## config.mk

```make
export PLATFORM = sky130hd
export DESIGN_NAME = scx_exec
export DESIGN_NICKNAME = d
export VERILOG_FILES = /design/src/common/scx_pkg.sv /design/src/core/scx_rst_stretch.sv /design/src/core/scx_exec.sv
export SDC_FILE = /design/constraint.sdc
export NUM_CORES = 1
export LEC_CHECK = 0
export ABC_AREA = 1
export BUFFER_PORTS_ARGS = -buffer_cell sky130_fd_sc_hd__buf_2
export CORE_UTILIZATION = 59
export CTS_BUF_LIST = sky130_fd_sc_hd__clkbuf_4
export CTS_CLUSTER_SIZE = 14
export DETAILED_ROUTE_END_ITERATION = 7
export PLACE_DENSITY = 0.88
export RECOVER_POWER = 25
export SYNTH_ARGS = -nofsm -noshare
export SYNTH_HDL_FRONTEND = slang
export SYNTH_SLANG_ARGS = --single-unit
```

## constraint.sdc

```tcl
create_clock -name clk_sys_i -period 4.8 [get_ports clk_sys_i]
set_input_delay 0.72 -clock clk_sys_i [delete_from_list [all_inputs] [get_ports clk_sys_i]]
set_output_delay 0.72 -clock clk_sys_i [all_outputs]
set_load 0.02 [all_outputs]
```

## src/common/scx_pkg.sv

```systemverilog
// Package for the system-control instruction executor.
// Assumes one 50 MHz system clock and an external decoder that classifies opcodes.
package scx_pkg;

  localparam int unsigned PC_W      = 12;
  localparam int unsigned DATA_W    = 8;
  localparam int unsigned SP_W      = 8;
  localparam int unsigned CLK_MHZ   = 50;
  // Least hold of the software reset pulse, in ns, and its count of cycles
  localparam int unsigned SWRST_NS  = 40;
  localparam int unsigned SWRST_CYC = (SWRST_NS * CLK_MHZ + 999) / 1000;
  localparam logic [PC_W-1:0]   PC_RST  = 12'h000;
  localparam logic [SP_W-1:0]   SP_RST  = 8'h00;
  localparam logic [SP_W-1:0]   SP_STEP = 8'h02;
  localparam logic [PC_W-1:0]   PC_STEP = 12'h001;
  localparam logic [DATA_W-1:0] ACC_RST = 8'h00;

  // Instruction classes of the system-control group
  typedef enum logic [3:0] {
    SCX_OP_NONE   = 4'h0,
    SCX_OP_CALL   = 4'h1,
    SCX_OP_GOTO   = 4'h2,
    SCX_OP_RETI   = 4'h3,
    SCX_OP_RET    = 4'h4,
    SCX_OP_RETIMM = 4'h5,
    SCX_OP_PCADD  = 4'h6,
    SCX_OP_NOP    = 4'h7,
    SCX_OP_EI     = 4'h8,
    SCX_OP_DI     = 4'h9,
    SCX_OP_HALTSYS= 4'hA,
    SCX_OP_HALTCPU= 4'hB,
    SCX_OP_SWRST  = 4'hC,
    SCX_OP_WDRST  = 4'hD
  } scx_op_t;

  // One decoded instruction
  typedef struct packed {
    scx_op_t           op;
    logic [PC_W-1:0]   target;
    logic [DATA_W-1:0] imm;
  } scx_instr_t;

  // Stack memory write/read request
  typedef struct packed {
    logic            wr;
    logic            rd;
    logic [SP_W-1:0] addr;
    logic [PC_W-1:0] wdata;
  } scx_stack_t;

  // Execution states, one-hot
  typedef enum logic [3:0] {
    SCX_ST_RUN  = 4'b0001,
    SCX_ST_RET  = 4'b0010,
    SCX_ST_HALT = 4'b0100,
    SCX_ST_RST  = 4'b1000
  } scx_state_t;

endpackage : scx_pkg

```

## src/core/scx_rst_stretch.sv

```systemverilog
// Pulse stretcher for the software-triggered chip reset.
// Assumes a synchronous trigger on the system clock.
`timescale 1ns/1ps
module scx_rst_stretch #(
  parameter int unsigned CYCLES = scx_pkg::SWRST_CYC
) (
  input  wire logic clk_sys_i,
  input  wire logic rst_i,
  input  wire logic trig_i,
  output logic      rst_o
);
  logic [7:0] cnt_q;
  logic [7:0] cnt_d;
  logic       rst_q;
  logic       rst_d;

  // Load on trigger, count down to release
  always_comb begin
    cnt_d = cnt_q;
    if (trig_i) begin
      cnt_d = 8'(CYCLES);
    end else if (cnt_q != 8'h00) begin
      cnt_d = cnt_q - 8'h01;
    end
    rst_d = (cnt_d != 8'h00);
  end

  always_ff @(posedge clk_sys_i or posedge rst_i) begin
    if (rst_i) begin
      cnt_q <= 8'h00;
      rst_q <= 1'b0;
    end else begin
      cnt_q <= cnt_d;
      rst_q <= rst_d;
    end
  end

  assign rst_o = rst_q;
endmodule : scx_rst_stretch

```

## src/core/scx_exec.sv

```systemverilog
// Execution logic for the system-control instruction group.
// Assumes a decoder presents one instruction per cycle with instr_valid_i,
// and a stack RAM answering reads in the same cycle as the request.
// Summary of operation
// RQ1: Call pushes pc+1, jumps, stack pointer plus two
// RQ2: Jump loads full-range target address
// RQ3: Return-with-value loads accumulator, then returns
// RQ4: Return: stack pointer minus two, reload pc
// RQ5: Interrupt return also sets global interrupt enable
// RQ6: Computed jump adds unsigned accumulator to pc
// RQ7: Enable instruction sets global interrupt enable
// RQ8: Disable instruction clears global interrupt enable
// RQ9: Full halt stops all clocks and oscillators
// RQ10: Core halt gates core clock, oscillators run
// RQ11: Software reset acts like hardware reset, except that flags_o is not cleared and keeps following flags_i
// RQ12: Watchdog restart clears watchdog count
// RQ13: No flag changes; nop only advances pc
// RQ14: Halted until wake-up or reset, then resume
// RQ15: Each return address uses two stack bytes
`timescale 1ns/1ps
module scx_exec #(
  parameter int unsigned PC_W   = scx_pkg::PC_W,
  parameter int unsigned DATA_W = scx_pkg::DATA_W,
  parameter int unsigned SP_W   = scx_pkg::SP_W
) (
  input  wire logic                 clk_sys_i,
  input  wire logic                 rst_i,
  input  wire logic                 instr_valid_i,
  input  wire scx_pkg::scx_instr_t  instr_i,
  input  wire logic [DATA_W-1:0]    acc_i,
  input  wire logic [PC_W-1:0]      stack_rdata_i,
  input  wire logic                 wake_i,
  input  wire logic [3:0]           flags_i,
  output logic [PC_W-1:0]           program_counter_o,
  output logic [SP_W-1:0]           stack_pointer_o,
  output logic [DATA_W-1:0]         accumulator_o,
  output logic                      acc_we_o,
  output logic [3:0]                flags_o,
  output logic                      gint_en_o,
  output scx_pkg::scx_stack_t       stack_o,
  output logic                      busy_o,
  output logic                      osc_stop_o,
  output logic                      core_clk_gate_o,
  output logic                      wdt_clear_o,
  output logic                      chip_rst_o
);
  scx_pkg::scx_state_t st_q, st_d;
  logic [PC_W-1:0]     pc_q, pc_d;
  logic [SP_W-1:0]     sp_q, sp_d;
  logic [DATA_W-1:0]   acc_q, acc_d;
  logic                acc_we_q, acc_we_d;
  logic                gie_q, gie_d;
  logic                gie_ret_q, gie_ret_d;
  scx_pkg::scx_stack_t stk_q, stk_d;
  logic                osc_q, osc_d;
  logic                gate_q, gate_d;
  logic                wdc_q, wdc_d;
  logic                swr_trig_q, swr_trig_d;
  logic                chip_rst;
  logic                go;
  logic                busy_q, busy_d;

  assign go = instr_valid_i && (st_q == scx_pkg::SCX_ST_RUN);

  // Next-state and datapath for every system-control class
  always_comb begin
    st_d       = st_q;
    pc_d       = pc_q;
    sp_d       = sp_q;
    acc_d      = acc_q;
    acc_we_d   = 1'b0;
    gie_d      = gie_q;
    gie_ret_d  = 1'b0;
    stk_d      = '0;
    osc_d      = osc_q;
    gate_d     = gate_q;
    wdc_d      = 1'b0;
    swr_trig_d = 1'b0;
    case (st_q)
      scx_pkg::SCX_ST_RUN: begin
        if (go) begin
          case (instr_i.op)
            scx_pkg::SCX_OP_CALL: begin
              stk_d.wr    = 1'b1;                          // RQ1
              stk_d.addr  = sp_q;                          // RQ15
              stk_d.wdata = pc_q + scx_pkg::PC_STEP;       // RQ1
              pc_d        = instr_i.target;                // RQ1
              sp_d        = sp_q + scx_pkg::SP_STEP;       // RQ1 RQ15
            end
            scx_pkg::SCX_OP_GOTO: pc_d = instr_i.target;   // RQ2
            scx_pkg::SCX_OP_RET, scx_pkg::SCX_OP_RETI, scx_pkg::SCX_OP_RETIMM: begin
              if (instr_i.op == scx_pkg::SCX_OP_RETIMM) begin
                acc_d    = instr_i.imm;                    // RQ3
                acc_we_d = 1'b1;                           // RQ3
              end
              sp_d       = sp_q - scx_pkg::SP_STEP;        // RQ4
              stk_d.rd   = 1'b1;                           // RQ4
              stk_d.addr = sp_q - scx_pkg::SP_STEP;        // RQ4 RQ15
              gie_ret_d  = (instr_i.op == scx_pkg::SCX_OP_RETI); // RQ5
              st_d       = scx_pkg::SCX_ST_RET;
            end
            scx_pkg::SCX_OP_PCADD: pc_d = pc_q + PC_W'(acc_i); // RQ6
            scx_pkg::SCX_OP_EI: begin
              gie_d = 1'b1;                                // RQ7
              pc_d  = pc_q + scx_pkg::PC_STEP;
            end
            scx_pkg::SCX_OP_DI: begin
              gie_d = 1'b0;                                // RQ8
              pc_d  = pc_q + scx_pkg::PC_STEP;
            end
            scx_pkg::SCX_OP_HALTSYS: begin
              osc_d  = 1'b1;                               // RQ9
              gate_d = 1'b1;                               // RQ9
              pc_d   = pc_q + scx_pkg::PC_STEP;            // RQ14
              st_d   = scx_pkg::SCX_ST_HALT;
            end
            scx_pkg::SCX_OP_HALTCPU: begin
              gate_d = 1'b1;                               // RQ10
              pc_d   = pc_q + scx_pkg::PC_STEP;            // RQ14
              st_d   = scx_pkg::SCX_ST_HALT;
            end
            scx_pkg::SCX_OP_SWRST: begin
              swr_trig_d = 1'b1;                           // RQ11
              st_d       = scx_pkg::SCX_ST_RST;
            end
            scx_pkg::SCX_OP_WDRST: begin
              wdc_d = 1'b1;                                // RQ12
              pc_d  = pc_q + scx_pkg::PC_STEP;
            end
            default: pc_d = pc_q + scx_pkg::PC_STEP;       // RQ13
          endcase
        end
      end
      scx_pkg::SCX_ST_RET: begin
        pc_d = stack_rdata_i;                              // RQ4
        if (gie_ret_q) begin
          gie_d = 1'b1;                                    // RQ5
        end
        st_d = scx_pkg::SCX_ST_RUN;
      end
      scx_pkg::SCX_ST_HALT: begin
        if (wake_i) begin
          osc_d  = 1'b0;                                   // RQ14
          gate_d = 1'b0;                                   // RQ14
          st_d   = scx_pkg::SCX_ST_RUN;
        end
      end
      scx_pkg::SCX_ST_RST: st_d = scx_pkg::SCX_ST_RST;     // Held until reset lands
      default: st_d = scx_pkg::SCX_ST_RUN;
    endcase
    // Registered so busy_o leaves a flip-flop, same timing as the state
    busy_d = (st_d != scx_pkg::SCX_ST_RUN);
  end

  // Software reset stretched so every chip register sees it
  scx_rst_stretch #(
    .CYCLES (scx_pkg::SWRST_CYC)
  ) u_swrst (
    .clk_sys_i (clk_sys_i),
    .rst_i     (rst_i),
    .trig_i    (swr_trig_q),
    .rst_o     (chip_rst)
  );

  // Chip reset also clears this block: same effect as hardware reset
  always_ff @(posedge clk_sys_i or posedge rst_i) begin
    if (rst_i) begin
      st_q       <= scx_pkg::SCX_ST_RUN;
      pc_q       <= scx_pkg::PC_RST;
      sp_q       <= scx_pkg::SP_RST;
      acc_q      <= scx_pkg::ACC_RST;
      acc_we_q   <= 1'b0;
      gie_q      <= 1'b0;
      gie_ret_q  <= 1'b0;
      stk_q      <= '0;
      osc_q      <= 1'b0;
      gate_q     <= 1'b0;
      wdc_q      <= 1'b0;
      swr_trig_q <= 1'b0;
      busy_q     <= 1'b0;
    end else if (chip_rst) begin
      st_q       <= scx_pkg::SCX_ST_RUN;                   // RQ11
      pc_q       <= scx_pkg::PC_RST;                       // RQ11
      sp_q       <= scx_pkg::SP_RST;
      acc_q      <= scx_pkg::ACC_RST;
      acc_we_q   <= 1'b0;
      gie_q      <= 1'b0;
      gie_ret_q  <= 1'b0;
      stk_q      <= '0;
      osc_q      <= 1'b0;
      gate_q     <= 1'b0;
      wdc_q      <= 1'b0;
      swr_trig_q <= 1'b0;
      busy_q     <= 1'b0;
    end else begin
      st_q       <= st_d;
      pc_q       <= pc_d;
      sp_q       <= sp_d;
      acc_q      <= acc_d;
      acc_we_q   <= acc_we_d;
      gie_q      <= gie_d;
      gie_ret_q  <= gie_ret_d;
      stk_q      <= stk_d;
      osc_q      <= osc_d;
      gate_q     <= gate_d;
      wdc_q      <= wdc_d;
      swr_trig_q <= swr_trig_d;
      busy_q     <= busy_d;
    end
  end

  // Flags pass through untouched, registered to meet output style
  logic [3:0] flags_q;
  always_ff @(posedge clk_sys_i or posedge rst_i) begin
    if (rst_i) begin
      flags_q <= 4'h0;
    end else begin
      flags_q <= flags_i;                                  // RQ13
    end
  end

  logic rst_out_q;
  always_ff @(posedge clk_sys_i or posedge rst_i) begin
    if (rst_i) begin
      rst_out_q <= 1'b0;
    end else begin
      rst_out_q <= chip_rst;                               // RQ11
    end
  end

  assign program_counter_o = pc_q;
  assign stack_pointer_o   = sp_q;
  assign accumulator_o     = acc_q;
  assign acc_we_o          = acc_we_q;
  assign flags_o           = flags_q;
  assign gint_en_o         = gie_q;
  assign stack_o           = stk_q;
  assign busy_o            = busy_q;
  assign osc_stop_o        = osc_q;
  assign core_clk_gate_o   = gate_q;
  assign wdt_clear_o       = wdc_q;
  assign chip_rst_o        = rst_out_q;
endmodule : scx_exec

```

After elaboration in Yosys (flattened, before gate mapping)
Cells that the tools add are included.
{"block": "op_classes", "muxes": 59, "n_reduce_logical": 20, "eq_ne": 24, "addsub": 5}
{"cell": "8-bit 2-to-1 mux", "count": 10}
{"cell": "22-bit 2-to-1 mux", "count": 3}
{"cell": "12-bit 2-to-1 mux", "count": 3}
{"cell": "12-bit case mux with 3 select lines", "count": 1}
{"cell": "8-bit case mux with 2 select lines", "count": 2}
{"cell": "1-bit 2-to-1 mux", "count": 30}
{"cell": "4-bit equality test, second input constant", "count": 7}
{"cell": "12-bit case mux with 2 select lines", "count": 1}
{"cell": "4-bit case mux with 3 select lines", "count": 2}
{"cell": "4-bit by 3-bit equality test with 1-bit output, second input constant", "count": 4}
{"cell": "4-bit AND reduction", "count": 4}
{"cell": "8-bit nonzero test", "count": 2}
{"cell": "3-bit by 2-bit != test with 1-bit output, second input constant", "count": 5}
{"cell": "12-bit by 1-bit adder with 12-bit output, second input constant", "count": 1}
{"cell": "12-bit by 8-bit adder with 12-bit output", "count": 1}
{"cell": "4-bit by 2-bit equality test with 1-bit output, second input constant", "count": 3}
{"cell": "4-bit 2-to-1 mux", "count": 3}
{"cell": "3-bit nonzero test", "count": 3}
{"cell": "8-bit by 2-bit adder with 8-bit output, second input constant", "count": 1}
{"cell": "4-bit by 1-bit equality test with 1-bit output, second input constant", "count": 2}
{"cell": "4-bit by 1-bit != test with 1-bit output, second input constant", "count": 2}
{"cell": "1-bit case mux with 2 select lines", "count": 4}
{"cell": "2-bit nonzero test", "count": 4}
{"cell": "8-bit by 1-bit subtractor with 8-bit output, second input constant", "count": 1}
{"cell": "other kinds (7)", "count": 9}
{"block": "word_totals", "ff_bits": 76, "output_inout_bits": 61}

Longest topological paths before layout
Gate-level depths: netlist (run 1).
{"block": "depth", "word_depth": 7, "ltp_mapped": 14}

By module
Synthesis (run 1) repeated with hierarchy kept, for this count alone.
{"block": "unflattened", "cells_unflattened": 605, "hier_area_um2": 4556.9}
{"module": "scx_exec", "n_inst": 1, "seq_area_each_um2": 1652.8, "area_each_um2": 3945.0, "cells_each": 524}
{"module": "scx_rst_stretch", "n_inst": 1, "seq_area_each_um2": 225.2, "area_each_um2": 611.8, "cells_each": 81}

Worst setup path after synthesis (run 1)
OpenSTA, ideal clock, no wires.
{"block": "synth_path", "path_kind": "input to register", "start": "input port acc_i[0]", "end": "register pc_q[10], in the netlist program_counter_o[10]", "slack_ps": 2653, "stages": 14, "setup_ps": 116, "required_time_ps": 4684, "t_arrival_ps": 2030, "cell_sequence": "ha_1 > fa_1 > nand3_1 > nand2_1 > nand2_1 > nand3_1 > nand2_1 > nand2_1 > nand2_1 > nand2_1 > nand2_1 > nand2_1 > nand2_1 > nand2_1"}
{"block": "synth_between", "elab_chain_cells": 5}
{"item": "from (decl)", "line": "scx_exec.sv:30", "text": "input wire logic [DATA_W-1:0] acc_i,"}
{"item": "12-bit by 8-bit adder with 12-bit output", "line": "scx_exec.sv:102", "text": "scx_pkg::SCX_OP_PCADD: pc_d = pc_q + PC_W'(acc_i);"}
{"item": "12-bit case mux with 3 select lines", "line": "scx_exec.sv:82", "text": "case (instr_i.op)"}
{"item": "12-bit 2-to-1 mux", "line": "scx_exec.sv:81", "text": "if (go) begin"}
{"item": "12-bit case mux with 2 select lines", "line": "scx_exec.sv:79", "text": "case (st_q)"}
{"item": "12-bit 2-to-1 mux", "line": "scx_exec.sv:181", "text": "end else if (chip_rst) begin"}
{"item": "to (signal assigned)", "line": "scx_exec.sv:169", "text": "pc_q <= scx_pkg::PC_RST;"}
{"item": "to (signal assigned)", "line": "scx_exec.sv:183", "text": "pc_q <= scx_pkg::PC_RST;"}
{"item": "to (signal assigned)", "line": "scx_exec.sv:197", "text": "pc_q <= pc_d;"}
{"item": "to (decl)", "line": "scx_exec.sv:48", "text": "logic [PC_W-1:0] pc_q, pc_d;"}
No other way between the ends. The select of a mux whose other input is x is not followed.
A chain may end at the register's enable or synchronous reset.

Worst setup path after layout (run 1)
{"block": "layout_path", "start": "register st_q[3]", "end": "register pc_q[7], in the netlist program_counter_o[7]"}
{"block": "layout_between", "elab_chain_cells": 4}
{"item": "from (decl)", "line": "scx_exec.sv:47", "text": "scx_pkg::scx_state_t st_q, st_d;"}
{"item": "from (signal assigned)", "line": "scx_exec.sv:168", "text": "st_q <= scx_pkg::SCX_ST_RUN;"}
{"item": "from (signal assigned)", "line": "scx_exec.sv:182", "text": "st_q <= scx_pkg::SCX_ST_RUN;"}
{"item": "from (signal assigned)", "line": "scx_exec.sv:196", "text": "st_q <= st_d;"}
{"item": "4-bit by 1-bit equality test with 1-bit output", "line": "scx_exec.sv:63, scx_exec.sv:79"}
{"item": "1-bit logical AND", "line": "scx_exec.sv:63", "text": "assign go = instr_valid_i && (st_q == scx_pkg::SCX_ST_RUN);"}
{"item": "3-bit by 2-bit != test with 1-bit output (no source line)"}
{"item": "3-bit AND reduction (no source line)"}
Several ways; a longest one is shown, not always the timed one.

==> summary.txt, run 1 <==
Yosys
  • EDFF count, synth: 0
  • Top FF cell, synth: dfrtp_1
  • Synthesized area: about 4400 um2
  • Seq cells post-synth: 75
  • Asr flop ratio synth: 100%
  • YS warnings: 0
  • Yosys cell types: 45
  • Cells after Synth: 588
  • Mean Syn Cell Area: 7.46 um2
  • Register area share after synthesis: 42.8%

Setup path
  • Cell repeated most along the worst path: nand2_1
  • Crit start category: register
  • Kind of end point of the critical path: register
  • CP required: 5.17 ns
  • WP buf/inv: 2
  • Setup CP Type: register to register
  • Crit-path leading delay family: simple AND/OR/NAND/NOR gates
  • Arrival time at the worst endpoint: between 2 and 3 ns
  • Crit path cell chain: inv_1 -> nand4_1 -> nand3_2 -> o21ai_4 -> nor2_8 -> inv_2 -> nor2_1 -> nand2_1 -> nand2_1
  • Slowest CP cell: nand4_1
  • Critical path peak fanout: 25
  • Largest stage delay, worst path: roughly 0.80 ns

Floorplan
  • # rows: 31
  • Die H: just under 90 um
  • Number of I/O pins: ~110
  • Core area: between 7000 and 8000 um2
  • Die ar.: 7790 um2
  • Initial Util: 60.8%
  • Die X: slightly below 90 um

Global route
  • Initial antenna violation count: 0
  • Pin count of the biggest net entering global routing: 40
  • Vias in the first global route: 4043
  • Total track usage: 30.5%
  • First-pass GRT wire length: around 18000 um
  • GRT Residual Overflow: 0

Drt
  • DRC viols: 0
  • Drt wl/cell: about 14 um
  • Detail Route Antenna Nets: 0
  • Vias per cell: 5.42
  • Vias: ~4400
  • Pre-Repair DR Iteration Count: 6
  • Initial detailed-routing violation count: ~290
  • DRT Wirelength: 11400 um

Placed design
  • Placer Congestion: slightly below 1
  • Area after DPL: just over 5000 um2
  • Placed cells: 792
  • Post-DP HPWL: 8510 um
  • Port bufs: 111

Layout
  • Layout area overhead: 19.4%
  • Inserted Diodes: 0
  • Commonest non-fill, non-tap cell in the layout: nand2_1
  • Cell area after layout: roughly 5200 um2
  • Most frequent cells in the layout: nand2_1, buf_2, inv_1, dfrtp_1, nor2_1
  • FILL cells: 577
  • Share of cells above drive strength 1: 21.3%
  • Layout Cells excl Fill: roughly 810
  • Final nets: 770

Power
  • Power Dens Cells: 309 nW/um2
  • Max IR drop VDD: approximately 280 uV
  • Leakage: 2.89 nW

Clock tree
  • Root Buffer: clkbuf_4
  • Num Clock Sinks: 75
  • Post-CTS sizing: 0
  • Clk_lat worst skew: between 0.4 and 0.5 ns
  • Clock transition at path regs: between 0.1 and 0.15 ns
  • Postcts setup bufs: 0
  • Max Buffers Root-to-Sink: 2
  • Hold buffer count at cts: 0
  • CTS H-tree lvls: 3
  • Cts bufs inserted: 9
  • CTS tree: built

STA
  • Setup TNS: 0 ns
  • Hold Vio Cnt, Final: 0
  • Period Utilization, post-route: about 53%
  • Layout Skew: 0.0248 ns
  • F_max: 0.397 GHz
  • Slew Limit Headroom: 12.2%
  • Slew Limit Fails: 0
  • Unrepaired setup endpoints after global routing: false
  • Hold_ws: 0.376 ns
  • Worst slew pin tran: 1.32 ns
  • Final min period: 2.52 ns
  • Final setup viols: 0

Run status
  • Status: completed

Hold path
  • Min-delay worst type: input pin to register

Flow run
  • Max_cap viols: 0
cell type report:
cell class	instances	area, um2	share of cell area (%)
clock buffer	10	75.1	1.43
multi-input combinational	417	2130	40.6
sequential	75	1880	35.8
inverter	89	337	6.42
timing repair buffer	112	562	10.7
tap	99	124	2.36
clock inverter	6	136	2.60
flip-flops by register name, indices dropped and copies added, names as in the netlist:
name,cells
stack_o,22
program_counter_o,12
accumulator_o,8
u_swrst.cnt_q,8
stack_pointer_o,7
flags_o,4
st_q,4
acc_we_o,1
busy_o,1
chip_rst_o,1
core_clk_gate_o,1
gie_ret_q,1
gint_en_o,1
osc_stop_o,1
swr_trig_q,1
u_swrst.rst_o,1
wdt_clear_o,1
cells in the mapped netlist (4+ instances only):
cell type,count,area [um2]
a21oi_1,20,100
dfrtp_1,74,1850
nand3_1,31,155
nand2_1,170,638
inv_2,4,15.0
xnor2_1,5,43.8
inv_1,84,315
nor2_1,70,263
ha_1,13,163
nand4_1,6,37.5
o21ai_1,7,35.0
o22ai_1,6,37.5
nor3_1,5,25.0
xor2_1,15,131
o21ai_0,29,145
metrics by stage:
stage               total power, mW  worst slack (ns)  utilization, %
floorplan                     0.967              2.17               -
global placement               1.05              2.40            69.7
detailed placement             1.07              2.35            69.7
CTS                            1.62              2.30            72.6
global route                   1.70              2.06            72.6
finish                         1.62              2.28            72.6
routing by layer:
layer / global-route usage [%] / part of all wire [%]
met5: 0 / 0
met4: 16.4 / 3.4
met3: 5.32 / 9.5
met2: 49.9 / 47
met1: 38.9 / 40
logic make-up after synthesis:
logic type	synth area share (%)
other	0.0855
and+or+nand+nor	30.3
buffers and inverters	8.81
adders and majority gates	4.16
AOI/OAI and AO/OA	9.84
xor gates and xnor gates	3.99
DFF	42.8
worst paths after layout:
kind	from	end	slack (ns)	cells after the start
worst max-delay path	st_q[3]	program_counter_o[7]	2.28	9
worst min-delay path	flags_i[0]	flags_o[0]	0.38	1
worst max register to register	st_q[3]	program_counter_o[7]	2.28	9
worst min register to register	u_swrst.cnt_q[0]	u_swrst.cnt_q[0]	0.51	1
max in group asynchronous	rst_i	program_counter_o[7]	2.99	3
min in group asynchronous	rst_i	u_swrst.cnt_q[7]	0.62	2
report_power, final:
part | switching (mW) | internal (mW) | leakage [nW]
combinational | 0.228 | 0.119 | 1.78
clock | 0.235 | 0.324 | 0.107
sequential | 0.0348 | 0.678 | 1.01
total | 0.497 | 1.12 | 2.89
worst register-to-register path: cells and delay by family (launching register included):
| family | cells | cell delay (ns) |
|---|---|---|
| simple gates | 6 | 1.62 |
| flops | 1 | 0.41 |
| buf+inv | 2 | 0.21 |
| compound gates | 1 | 0.21 |
Power figures use the tool's default switching activity.
==> run 2, diff against run 1 <==
--- a/config.mk
+++ b/config.mk
@@ -7,11 +7,11 @@
 export LEC_CHECK = 0
 export ABC_AREA = 1
 export BUFFER_PORTS_ARGS = -buffer_cell sky130_fd_sc_hd__buf_2
-export CORE_UTILIZATION = 59
+export CORE_UTILIZATION = 50
 export CTS_BUF_LIST = sky130_fd_sc_hd__clkbuf_4
 export CTS_CLUSTER_SIZE = 14
 export DETAILED_ROUTE_END_ITERATION = 7
-export PLACE_DENSITY = 0.88
+export PLACE_DENSITY = 0.79
 export RECOVER_POWER = 25
 export SYNTH_ARGS = -nofsm -noshare
 export SYNTH_HDL_FRONTEND = slang
==> constraint.sdc (replaced) <==
create_clock -name clk_sys_i -period 2.3 [get_ports clk_sys_i]
set_input_delay 0.345 -clock clk_sys_i [delete_from_list [all_inputs] [get_ports clk_sys_i]]
set_output_delay 0.345 -clock clk_sys_i [all_outputs]
set_load 0.02 [all_outputs]
==> summary.txt, run 2 (synthesis gave the netlist of run 1 again) <==
Layout
  • Commonest non-fill, non-tap cell in the layout: nand2_1
  • Layout area overhead: 21.2%
  • Inserted Diodes: 0
  • Max FFs per register: 22
  • Layout Cells excl Fill: 829
  • Cell area after layout: 5320 um2
  • Most frequent cells in the layout: nand2_1, buf_2, inv_1, dfrtp_1, nor2_1
  • Share of cells above drive strength 1: 22.2%
  • Final nets: 785
  • FILL cells: 770

Clock tree
  • CTS H-tree lvls: 3
  • Num Clock Sinks: 75
  • CTS tree: built
  • Max Buffers Root-to-Sink: 2
  • Clk_lat worst skew: 0.43 ns
  • Clock transition at path regs: 0.13 ns
  • Cts bufs inserted: 9
  • Root Buffer: clkbuf_4
  • Postcts setup bufs: 0

Setup path
  • R2R depth: 14
  • Slowest CP cell: dfrtp_2
  • WP buf/inv: 0
  • Arrival time at the worst endpoint: 2.38 ns
  • Cell repeated most along the worst path: nand2_1
  • Crit Reg-Reg Endpoint: program_counter_o[10]
  • Kind of end point of the critical path: register
  • Crit start category: register
  • Reg2reg start: program_counter_o[0]
  • Crit path cell chain: ha_1 -> fa_1 -> nand3_1 -> nand2_1 -> nand2_1 -> nand3_1 -> nand2_1 -> nand2_1 -> nand2_1 -> nand2_1 -> nand2_1 -> nand2_1 -> nand2_1 -> nand2_1
  • Setup CP Type: register to register
  • Reg2reg setup slack: roughly 0.26 ns
  • Largest stage delay, worst path: 0.47 ns
  • Critical path peak fanout: 7
  • CP required: 2.64 ns
  • Crit-path leading delay family: simple AND/OR/NAND/NOR gates

Run status
  • Status: completed

Global route
  • Total track usage: a little over a quarter
  • First-pass GRT wire length: 18800 um
  • GRT Residual Overflow: 0
  • Initial antenna violation count: 0
  • Vias in the first global route: a little over 4000
  • Pin count of the biggest net entering global routing: 42

Floorplan
  • Die H: 95.7 um
  • Initial Util: 52.6%
  • Number of I/O pins: 113
  • Core area: 8340 um2
  • Die ar.: about 9200 um2
  • # rows: 33
  • Die X: 95.7 um

Hold path
  • HP Start: instr_i[1]
  • Hold Path Sink: accumulator_o[1]
  • Worst hold stages: 3
  • Min-delay worst type: input pin to register

Placed design
  • Placer Congestion: approximately 1
  • Area after DPL: roughly 5100 um2
  • Port bufs: 111
  • Post-DP HPWL: between 8000 and 9000 um
  • Placed cells: 808

STA
  • Layout Skew: 0.0172 ns
  • F_max: 0.490 GHz
  • Period Utilization, post-route: between 80% and 90%
  • Unrepaired setup endpoints after global routing: false
  • Slew Limit Fails: 0
  • Final setup viols: 0
  • Slew Limit Headroom: 28.5%
  • Worst slew pin tran: 1.07 ns
  • Hold Vio Cnt, Final: 0
  • Hold_ws: 0.110 ns
  • Final min period: 2.04 ns
  • Setup TNS: 0 ns

Power
  • Max IR drop VDD: 396 uV
  • Power Dens Cells: 597 nW/um2
  • Leakage: around 2.9 nW

Drt
  • Drt wl/cell: between 10 and 15 um
  • Vias: approximately 4300
  • Initial detailed-routing violation count: 251
  • Vias per cell: 5.20
  • DRT Wirelength: 11600 um
  • Detail Route Antenna Nets: 0
  • Pre-Repair DR Iteration Count: 6
  • DRC viols: 0

Flow run
  • Max_cap viols: 0
[run 2: cell types whose count changed in the layout (fill, tap and decap cells not counted), sizes merged]
| cell | previous run | this run |
|---|---|---|
| bufinv | 4 | 2 |
| clkbuf | 11 | 13 |
| inv | 90 | 89 |
| dlygate4sd3 | 0 | 5 |
| buf | 111 | 119 |
| clkinv | 0 | 3 |
[run 2: what timing repair did]
item / CTS / global route
hold buffers: 4 / 1
setup endpoints to repair: 0 / 1
resized for setup: 0 / 1
endpoints found under the hold margin: 19 / 1
[run 2: routing by layer]
metal	GRT usage, %	share of wire [%]	wire (um)	vias to the layer above
met4	6.84	1.1	130	0
met2	44.0	47	5390	171
met5	0	0	0	-
met3	4.70	7.6	877	14
li1	-	-	-	2115
met1	37.1	45	5160	2009
[run 2: final cells by class]
cell class / instances / area [um2] / area share, %
clock buffers: 10 / 75.1 / 1.41
clock inverters: 6 / 90.1 / 1.69
inverters: 89 / 337 / 6.33
multi-input cells: 417 / 2130 / 40.0
flip-flops and latches: 75 / 1880 / 35.3
well taps: 105 / 131 / 2.47
repair buffers: 127 / 681 / 12.8
[run 2: report_power, final]
part	leakage [nW]	internal, mW	switching, mW	total (mW)
clock network	0.0866	0.455	0.504	0.958
logic	1.84	0.262	0.481	0.743
registers	1.01	1.42	0.0606	1.48
[run 2: worst max-delay path by stage]
stage / end / slack (ns) / cells past startpoint / from
floorplan: acc_we_o / 0.05 / 1 / rst_i
global route: program_counter_o[10] / 0.01 / 14 / program_counter_o[0]
detailed placement: program_counter_o[10] / 0.24 / 14 / program_counter_o[0]
CTS: program_counter_o[10] / 0.24 / 14 / program_counter_o[0]
global placement: program_counter_o[10] / 0.29 / 15 / acc_i[0]
finish: program_counter_o[10] / 0.26 / 14 / program_counter_o[0]
[run 2: metrics by stage]
stage / util, % / setup WS [ns] / total power, mW
6_report: 63.8 / 0.257 / 3.18
5_1_grt: 63.8 / 0.0119 / 3.36
4_1_cts: 63.9 / 0.245 / 3.19
3_5_place_dp: 61.4 / 0.241 / 2.24
3_3_place_gp: 61.4 / 0.295 / 2.22
2_1_floorplan: - / 0.0467 / 2.02
[run 2: worst reg2reg max path, delay by kind of cell, from the launching register on]
family	cells	cell delay [ns]
simple gates	12	0.87
fa+ha+maj	2	0.65
flops	1	0.47
